File: src/rtl/iscs_pkg.sv
// Package with register map, field positions and timing of the serial slave config/status block.
package iscs_pkg;

    // ----------------------------------------------------------------
    // Register map
    // ----------------------------------------------------------------
    localparam logic [7:0] CFG_ADDR  = 8'hD6;
    localparam logic [7:0] SCR_ADDR  = 8'hD7;
    localparam logic [7:0] MASK_ADDR = 8'hDC;
    localparam logic [7:0] CFG_RST   = 8'h00;
    localparam logic [7:0] SCR_RST   = 8'h00;
    localparam logic [7:0] MASK_RST  = 8'h00;
    localparam logic [7:0] CFG_WMASK = 8'h7D;

    // ----------------------------------------------------------------
    // Field positions
    // ----------------------------------------------------------------
    localparam int CFG_EN      = 0;
    localparam int CFG_SPD_LO  = 2;
    localparam int CFG_SPD_HI  = 3;
    localparam int CFG_HALT_CONDITION_IRQ_ENABLE = 4;
    localparam int CFG_BERR_IE = 5;
    localparam int CFG_PIN     = 6;
    localparam int SCR_BC      = 0;
    localparam int SCR_LRB     = 1;
    localparam int SCR_TX      = 2;
    localparam int SCR_ADDR_B  = 3;
    localparam int SCR_ACK     = 4;
    localparam int SCR_STOP    = 5;
    localparam int SCR_BERR    = 7;
    localparam logic [7:0] SCR_RC_MASK = 8'hA9;
    localparam logic [7:0] SCR_RW_MASK = 8'h14;
    localparam logic [7:0] SCR_RO_MASK = 8'h02;

    // ----------------------------------------------------------------
    // Bus speed codes and timing
    // ----------------------------------------------------------------
    localparam logic [1:0] SPD_100K = 2'b00;
    localparam logic [1:0] SPD_400K = 2'b01;
    localparam logic [1:0] SPD_50K  = 2'b10;
    localparam int SYS_CLK_NS   = 5;
    localparam int TLOW_100K_NS = 4700;
    localparam int TLOW_400K_NS = 1300;
    localparam int TLOW_50K_NS  = 9400;
    localparam int CNT_W        = 11;
    localparam logic [3:0] BYTE_BITS = 4'h8;
    localparam logic [3:0] MSB_IDX   = 4'h7;

    function automatic logic [CNT_W-1:0] ns2cyc(input int ns);
        return CNT_W'((ns + SYS_CLK_NS - 1) / SYS_CLK_NS);
    endfunction : ns2cyc

    localparam logic [CNT_W-1:0] TLOW_100K_CYC = ns2cyc(TLOW_100K_NS);
    localparam logic [CNT_W-1:0] TLOW_400K_CYC = ns2cyc(TLOW_400K_NS);
    localparam logic [CNT_W-1:0] TLOW_50K_CYC  = ns2cyc(TLOW_50K_NS);

    typedef enum logic [1:0] {
        ST_IDLE = 2'b00,
        ST_BITS = 2'b01,
        ST_ACK  = 2'b11,
        ST_HOLD = 2'b10
    } iscs_st_t;

endpackage : iscs_pkg

File: src/rtl/iscs_top.sv
// Serial slave configuration and status/control register block with its bus-side sequencer.
//
// Design decision made here: strobed register access.
`timescale 1ns/100ps
`default_nettype none
module iscs_top
    import iscs_pkg::*;
(
    // Clock and reset
    input  wire logic       sys_clk_i,
    input  wire logic       reset_n_i,
    // Register port
    input  wire logic [7:0] addr_i,
    input  wire logic [7:0] wdata_i,
    input  wire logic       wr_i,
    input  wire logic       rd_i,
    output logic      [7:0] rdata_o,
    // Master-side start or restart generate write
    input  wire logic       mstart_wr_i,
    // Byte to send and last byte received
    input  wire logic [7:0] tx_data_i,
    output logic      [7:0] rx_data_o,
    // Interrupt
    output logic            irq_o,
    // Pin pair A
    input  wire logic       scl_a_i,
    output logic            scl_a_o,
    output logic            scl_a_oe_o,
    input  wire logic       sda_a_i,
    output logic            sda_a_o,
    output logic            sda_a_oe_o,
    // Pin pair B
    input  wire logic       scl_b_i,
    output logic            scl_b_o,
    output logic            scl_b_oe_o,
    input  wire logic       sda_b_i,
    output logic            sda_b_o,
    output logic            sda_b_oe_o
);

    // ----------------------------------------------------------------
    // State
    // ----------------------------------------------------------------
    typedef struct packed {
        logic [7:0]       cfg;
        logic [7:0]       scr;
        logic [7:0]       mask;
        logic [7:0]       rdata;
        logic             irq;
        iscs_st_t         st;
        logic [3:0]       bitcnt;
        logic             first;
        logic             hold_tx;
        logic             pend;
        logic [CNT_W-1:0] cnt;
        logic [7:0]       sh;
        logic [7:0]       rx;
        logic             scl_oe;
        logic             sda_oe;
        logic [1:0]       pin_scl_oe;
        logic [1:0]       pin_sda_oe;
        logic [2:0]       scl_s;
        logic [2:0]       sda_s;
        logic             scl_f;
        logic             sda_f;
    } iscs_state_t;

    iscs_state_t r;
    iscs_state_t n;
    logic [1:0]  rst_sync_r;
    logic        rst_n;
    logic        scl_nf;
    logic        sda_nf;
    logic        rise;
    logic        fall;
    logic        start_det;
    logic        stop_det;
    logic        en;
    logic [7:0]  irq_gate;

    // Minimum SCL low time while stretching, chosen by the speed field.
    function automatic logic [CNT_W-1:0] tlow(input logic [1:0] spd);
        case (spd)
            SPD_400K: return TLOW_400K_CYC;
            SPD_50K:  return TLOW_50K_CYC;
            default:  return TLOW_100K_CYC;
        endcase
    endfunction : tlow

    function automatic logic tx_bit(input logic [7:0] d, input logic [3:0] done);
        return d[3'(MSB_IDX - done)];
    endfunction : tx_bit

    // ----------------------------------------------------------------
    // Reset release
    // ----------------------------------------------------------------
    always_ff @(posedge sys_clk_i or negedge reset_n_i)
    begin
        if (!reset_n_i)
            rst_sync_r <= 2'b00;
        else
            rst_sync_r <= {rst_sync_r[0], 1'b1};
    end
    assign rst_n = rst_sync_r[1];

    // ----------------------------------------------------------------
    // Pin filtering and bus conditions
    // ----------------------------------------------------------------
    // A level is accepted only once the second and third stages agree.
    assign scl_nf    = (r.scl_s[1] == r.scl_s[2]) ? r.scl_s[2] : r.scl_f;
    assign sda_nf    = (r.sda_s[1] == r.sda_s[2]) ? r.sda_s[2] : r.sda_f;
    assign rise      = !r.scl_f && scl_nf;
    assign fall      = r.scl_f && !scl_nf;
    assign start_det = r.scl_f && scl_nf && r.sda_f && !sda_nf;
    assign stop_det  = r.scl_f && scl_nf && !r.sda_f && sda_nf;
    assign en        = r.cfg[CFG_EN];

    always_comb
    begin
        irq_gate              = 8'hFF;
        irq_gate[SCR_STOP]    = r.cfg[CFG_HALT_CONDITION_IRQ_ENABLE];
        irq_gate[SCR_BERR]    = r.cfg[CFG_BERR_IE];
    end

    // ----------------------------------------------------------------
    // Next state
    // ----------------------------------------------------------------
    always_comb
    begin
        n       = r;
        n.scl_s = {r.scl_s[1:0], r.cfg[CFG_PIN] ? scl_b_i : scl_a_i};
        n.sda_s = {r.sda_s[1:0], r.cfg[CFG_PIN] ? sda_b_i : sda_a_i};
        n.scl_f = scl_nf;
        n.sda_f = sda_nf;
        n.rdata = 8'h00;

        if (rd_i)
        begin
            case (addr_i)
                CFG_ADDR:  n.rdata = r.cfg;
                SCR_ADDR:  n.rdata = r.scr;
                MASK_ADDR: n.rdata = r.mask;
                default:   n.rdata = 8'h00;
            endcase
        end

        if (wr_i)
        begin
            case (addr_i)
                CFG_ADDR:  n.cfg = wdata_i & CFG_WMASK;
                MASK_ADDR: n.mask = wdata_i;
                SCR_ADDR:
                begin
                    // Zero clears a flag, one leaves it; reserved bit 6 is never stored.
                    n.scr = (r.scr & wdata_i & SCR_RC_MASK)
                          | (wdata_i & SCR_RW_MASK)
                          | (r.scr & SCR_RO_MASK);
                    n.pend = (r.st == ST_HOLD);
                end
                default: ;
            endcase
        end

        if (mstart_wr_i)
        begin
            n.scr[SCR_TX]  = 1'b0;
            n.scr[SCR_LRB] = 1'b0;
            n.scr[SCR_BC]  = 1'b0;
        end

        // Bus events are applied after the register write so a set beats a clear.
        // A legal start or stop follows the first clock rise of a byte, so only a later one is misplaced.
        if (start_det)
        begin
            if (r.st != ST_IDLE && r.bitcnt > 4'h1)
                n.scr[SCR_BERR] = 1'b1;
            n.scr[SCR_TX]  = 1'b0;
            n.scr[SCR_LRB] = 1'b0;
            n.scr[SCR_BC]  = 1'b0;
            n.bitcnt = 4'h0;
            n.first  = 1'b1;
            n.st     = ST_BITS;
            n.scl_oe = 1'b0;
            n.sda_oe = 1'b0;
        end
        else if (stop_det)
        begin
            if (r.st == ST_BITS && r.bitcnt > 4'h1)
                n.scr[SCR_BERR] = 1'b1;
            n.scr[SCR_STOP] = 1'b1;
            n.st     = ST_IDLE;
            n.scl_oe = 1'b0;
            n.sda_oe = 1'b0;
        end
        else
        begin
            // Flags change only on the events below and hold otherwise.
            case (r.st)
                ST_BITS:
                begin
                    if (rise)
                    begin
                        n.sh     = {r.sh[6:0], sda_nf};
                        n.bitcnt = r.bitcnt + 4'h1;
                    end
                    else if (fall && r.bitcnt == BYTE_BITS)
                    begin
                        if (r.scr[SCR_TX])
                        begin
                            n.sda_oe  = 1'b0;
                            n.hold_tx = 1'b1;
                            n.st      = ST_ACK;
                        end
                        else
                        begin
                            n.scr[SCR_BC]     = 1'b1;
                            n.scr[SCR_ACK]    = 1'b0;
                            n.scr[SCR_ADDR_B] = n.scr[SCR_ADDR_B] | r.first;
                            n.first   = 1'b0;
                            n.rx      = r.sh;
                            n.hold_tx = 1'b0;
                            n.scl_oe  = 1'b1;
                            n.cnt     = tlow(r.cfg[CFG_SPD_HI:CFG_SPD_LO]);
                            n.pend    = 1'b0;
                            n.st      = ST_HOLD;
                        end
                    end
                    else if (fall && r.scr[SCR_TX])
                        n.sda_oe = !tx_bit(tx_data_i, r.bitcnt);
                end
                ST_ACK:
                begin
                    if (rise && r.hold_tx)
                    begin
                        n.scr[SCR_LRB] = sda_nf;
                        n.scr[SCR_BC]  = 1'b1;
                        n.scr[SCR_ACK] = 1'b0;
                    end
                    else if (fall && r.hold_tx)
                    begin
                        n.scl_oe = 1'b1;
                        n.cnt    = tlow(r.cfg[CFG_SPD_HI:CFG_SPD_LO]);
                        n.pend   = 1'b0;
                        n.st     = ST_HOLD;
                    end
                    else if (fall)
                    begin
                        n.bitcnt = 4'h0;
                        n.sda_oe = r.scr[SCR_TX] && !tx_bit(tx_data_i, 4'h0);
                        n.st     = ST_BITS;
                    end
                end
                ST_HOLD:
                begin
                    if (r.cnt != '0)
                        n.cnt = r.cnt - CNT_W'(1);
                    else if (r.pend)
                    begin
                        n.scl_oe = 1'b0;
                        n.pend   = 1'b0;
                        if (r.hold_tx)
                        begin
                            n.bitcnt = 4'h0;
                            n.sda_oe = r.scr[SCR_TX] && !tx_bit(tx_data_i, 4'h0);
                            n.st     = ST_BITS;
                        end
                        else
                        begin
                            n.sda_oe = r.scr[SCR_ACK];
                            n.st     = ST_ACK;
                        end
                    end
                end
                default: n.st = ST_IDLE;
            endcase
        end

        if (!en)
        begin
            n.scr    = SCR_RST;
            n.st     = ST_IDLE;
            n.first  = 1'b0;
            n.pend   = 1'b0;
            n.scl_oe = 1'b0;
            n.sda_oe = 1'b0;
        end

        n.pin_scl_oe = r.cfg[CFG_PIN] ? {n.scl_oe, 1'b0} : {1'b0, n.scl_oe};
        n.pin_sda_oe = r.cfg[CFG_PIN] ? {n.sda_oe, 1'b0} : {1'b0, n.sda_oe};
        n.irq        = |(n.scr & r.mask & irq_gate & SCR_RC_MASK);
    end

    always_ff @(posedge sys_clk_i or negedge rst_n)
    begin
        if (!rst_n)
        begin
            r       <= '0;
            r.cfg   <= CFG_RST;
            r.scr   <= SCR_RST;
            r.mask  <= MASK_RST;
            r.st    <= ST_IDLE;
            r.scl_s <= 3'b111;
            r.sda_s <= 3'b111;
            r.scl_f <= 1'b1;
            r.sda_f <= 1'b1;
        end
        else
            r <= n;
    end

    // ----------------------------------------------------------------
    // Outputs
    // ----------------------------------------------------------------
    // Open-drain pins only ever pull low, so the data outputs are a fixed zero.
    assign rdata_o    = r.rdata;
    assign rx_data_o  = r.rx;
    assign irq_o      = r.irq;
    assign scl_a_o    = 1'b0;
    assign sda_a_o    = 1'b0;
    assign scl_b_o    = 1'b0;
    assign sda_b_o    = 1'b0;
    assign scl_a_oe_o = r.pin_scl_oe[0];
    assign scl_b_oe_o = r.pin_scl_oe[1];
    assign sda_a_oe_o = r.pin_sda_oe[0];
    assign sda_b_oe_o = r.pin_sda_oe[1];
endmodule : iscs_top
`default_nettype wire

File: config.mk
export PLATFORM = sky130hd
export DESIGN_NAME = iscs_top
export DESIGN_NICKNAME = d
export VERILOG_FILES = /design/src/rtl/iscs_pkg.sv /design/src/rtl/iscs_top.sv
export SDC_FILE = /design/constraint.sdc
export NUM_CORES = 1
export LEC_CHECK = 0
export BUFFER_PORTS_ARGS = -buffer_cell sky130_fd_sc_hd__buf_2
export CORE_MARGIN = 5
export CORE_UTILIZATION = 29
export CTS_CLUSTER_DIAMETER = 100
export DETAILED_ROUTE_END_ITERATION = 16
export GPL_TIMING_DRIVEN = 0
export PLACE_DENSITY_LB_ADDON = 0.12
export REMOVE_ABC_BUFFERS = 1
export SLEW_MARGIN = 10
export SYNTH_ARGS = -nofsm -noshare
export SYNTH_HDL_FRONTEND = slang
export SYNTH_SLANG_ARGS = --single-unit
File: constraint.sdc
create_clock -name sys_clk_i -period 2.45 [get_ports sys_clk_i]
set_input_delay 0.245 -clock sys_clk_i [delete_from_list [all_inputs] [get_ports sys_clk_i]]
set_output_delay 0.245 -clock sys_clk_i [all_outputs]
set_load 0.005 [all_outputs]
==> flow_summary.toml <==
[run_status]
outcome = "finished clean"

[logic_synthesis]
synth_cell_type_count = 62
syn_avg_cell_area_um2 = 10.7
yosysSeqAreaShare = 0.499
ys.flop_type = "dfrtp_1"
synth_top_cell_area_share = 0.449
synth_top_area_cell = "dfrtp_1"
synth_edf_count = 0
ys_warn_count = 0
netlist_area_mm2 = 0.00418
ys_ff_latch = 83
ys_top_cells_by_area = "dfrtp_1 (45%), mux2_2 (9.7%), dfstp_2 (5.0%)"
syn_inst = 391
synthArstFlopShare = 1.00

[timing]
timing.fmax_ghz = 0.433
skew_ps = 9.99
worst_pin_slew_ps = 959
finalSetupViolCount = 0
setup_ws_ps = 140
finalCriticalPeriod_ps = 2310
relSlewSlack = 0.356
tns_ps = 0
final.period_utilization = 0.943
hold_viol = 0
rsz0062_at_grt = "no"
drv_slew = 0

[global_routing]
grt_overflow = 0
grt_max_degree = 44
grt_pass1_vias = 3102
antenna_found_initial = 0
grt_pass1_wl_um = 16600
track_usage = 0.126

[critical_path]
start_kind = "register"
worstPathArrival_ps = 2520
crit_required_ps = 2660
end_kind = "register"
crit_fanout = 5
path_class = "register to register"

[route]
wl_per_cell_um = 16.4
drtAntennaViolNets = 0
firstDrtPassIters = 5
wirelength_um = 10100
drt_iter0_markers = 158
vias = 3098
via_per_inst = 5.03
drc = 0

[min_path]
hp-class = "input pin to register"

[clocking]
numCtsBuffers = 9
clk_path_buf_depth = 2
cts.clk_slew.worst_paths_ps = 60
clkLatencyLatePin_ps = 340
htreeDepth = 3
root_buffer = "clkbuf_16"
cts_tree = "yes"
cts_num_sinks = 83

[final_layout]
num_antenna_cells = 0
fin_util = 0.351
nNetsFinal = 471
final_layout_size_suffix_gt1_frac = 0.294
stdcell_area_mm2 = 0.00490
nFillCells = 1433
syn_to_final_growth_pct = 17.3
multi_input_area_mm2 = 0.00187
register_area_mm2 = 0.00209

[placement]
dpl.hpwl_um = 7340
port_buffers = 53
routabilityCongestion = 0.808
dp_slack_ps = -512
placed_cell_area_mm2 = 0.00453

[power_and_ir_drop]
vdd_drop_max_v = 0.000440
power_leakage_uw = 0.00231
power_density_mw_per_mm2 = 950

[floorplan]
dieArea_mm2 = 0.0169
die_h_um = 130
core_mm2 = 0.0140
ios = 58
rows = 43
initial_core_util = 0.299
die_w_um = 130

[job]
cap_violations = 0
-- power by group --
part,switching (uW),internal (uW)
clock,556,896
combinational,669,592
sequential,319,1630
total,1540,3120
-- worst paths after layout --
path | startpoint | endpoint | slack, ps | depth (start not counted)
max in group asynchronous | rst_sync_r[1] | r[48] | 1510 | 1
worst min register to register | rst_sync_r[1] | rx_data_o[2] | 330 | 0
worst min-delay path | mstart_wr_i | r[69] | 100 | 2
min in group asynchronous | reset_n_i | rst_sync_r[1] | 200 | 2
worst max-delay path | r[38] | r[46] | 140 | 5
worst max register to register | r[38] | r[46] | 140 | 5
-- final cells by class --
cell class,count,share of cell area
multi-input combinational,259,0.381
sequential,83,0.427
inverter,20,0.0153
clock inverter,4,0.0156
tap,180,0.0459
clock buffer,12,0.0482
timing repair buffer,58,0.0671
-- routing by layer --
metal  share of wire  GRT usage  vias up  wire length, um
li1                -          -     1496                -
met1            0.48      0.170     1544             4830
met2            0.47      0.197       49             4740
met3           0.040     0.0327        9              402
met4           0.013     0.0422        0              132
met5               0          0        -                0
-- cells in the final DEF (no fill, tap or decap), types with 3 or more instances in the layout --
cell,n
and3_1,3
nor2b_1,4
a21o_1,4
nand3_1,12
mux2_2,36
ha_1,7
o21ai_1,4
clkbuf_1,3
or3_1,5
nor2_1,24
or4_1,4
a22oi_1,3
o21ai_0,12
buf_2,53
dfrtp_1,72
a21oi_1,13
dfstp_2,8
a222oi_1,6
mux2i_1,5
a31oi_1,3
nor4_1,4
conb_1,5
nand2b_1,5
clkbuf_16,9
inv_1,19
o32a_1,3
nor3_1,7
nand2_1,34
nand4_1,8
a41oi_1,4
-- critical path, cell delays in order, from the launching register on --
cell       delay, ps
dfrtp_1          430
or4_1            600
or4_1            550
o2111ai_1        240
o211a_1          270
a31oi_1          100
-- registers in the layout, summed over array words and instances (netlist names), 2 cells and up --
name        cells
r              53
rdata_o         8
rx_data_o       8
n               4
irq_gate        2
rst_sync_r      2
-- metrics by stage --
stage | instances | hold slack, ps | total power (uW)
CTS | 614 | 94.0 | 4690
floorplan | 362 | -50.6 | 2780
detailed placement | 597 | 32.5 | 3190
finish | 616 | 104 | 4660
global route | 616 | 104 | 4980
global placement | 595 | 30.2 | 3170
-- synthesized netlist by cell type, types with 3 or more instances --
cell type and n:
nor3_1 8, a31oi_1 3, nor2b_1 4, inv_1 19, clkbuf_1 10, a21oi_1 13
nor2_1 24, ha_1 7, a41oi_1 4, a222oi_1 6, nand2b_1 5, a21o_1 4
or4_1 4, or3_1 5, nor4_1 4, o21ai_1 5, mux2i_1 5, o32a_1 3
dfstp_2 8, nand4_1 8, nand2_1 34, and3_1 3, buf_4 20, dfrtp_1 75
mux2_2 36, nor4bb_1 3, nand3_1 13, o21ai_0 12, a22oi_1 3
-- kinds of logic (layout without fill, tap and decap cells) --
kind of cell | after synthesis | count (layout) | share of synthesized area
muxes | 43 | 43 | 0.121
adders and majority gates | 7 | 7 | 0.0209
and+or+nand+nor | 126 | 126 | 0.156
other | 2 | 5 | 0.00180
AOI/OAI and AO/OA | 76 | 76 | 0.130
xor gates and xnor gates | 2 | 2 | 0.00419
DFF | 83 | 83 | 0.499
buffers and inverters | 52 | 94 | 0.0664
-- repair_timing --
item                                    in CTS  in global routing
gates resized for setup                      5                  3
setup buffers                                0                  2
pin swaps                                    0                  0
hold buffers                                 1                  0
endpoints found under the hold margin        2                  0
endpoints found under the setup margin      27                 14
No activity file was read; power rests on OpenSTA's default activity.
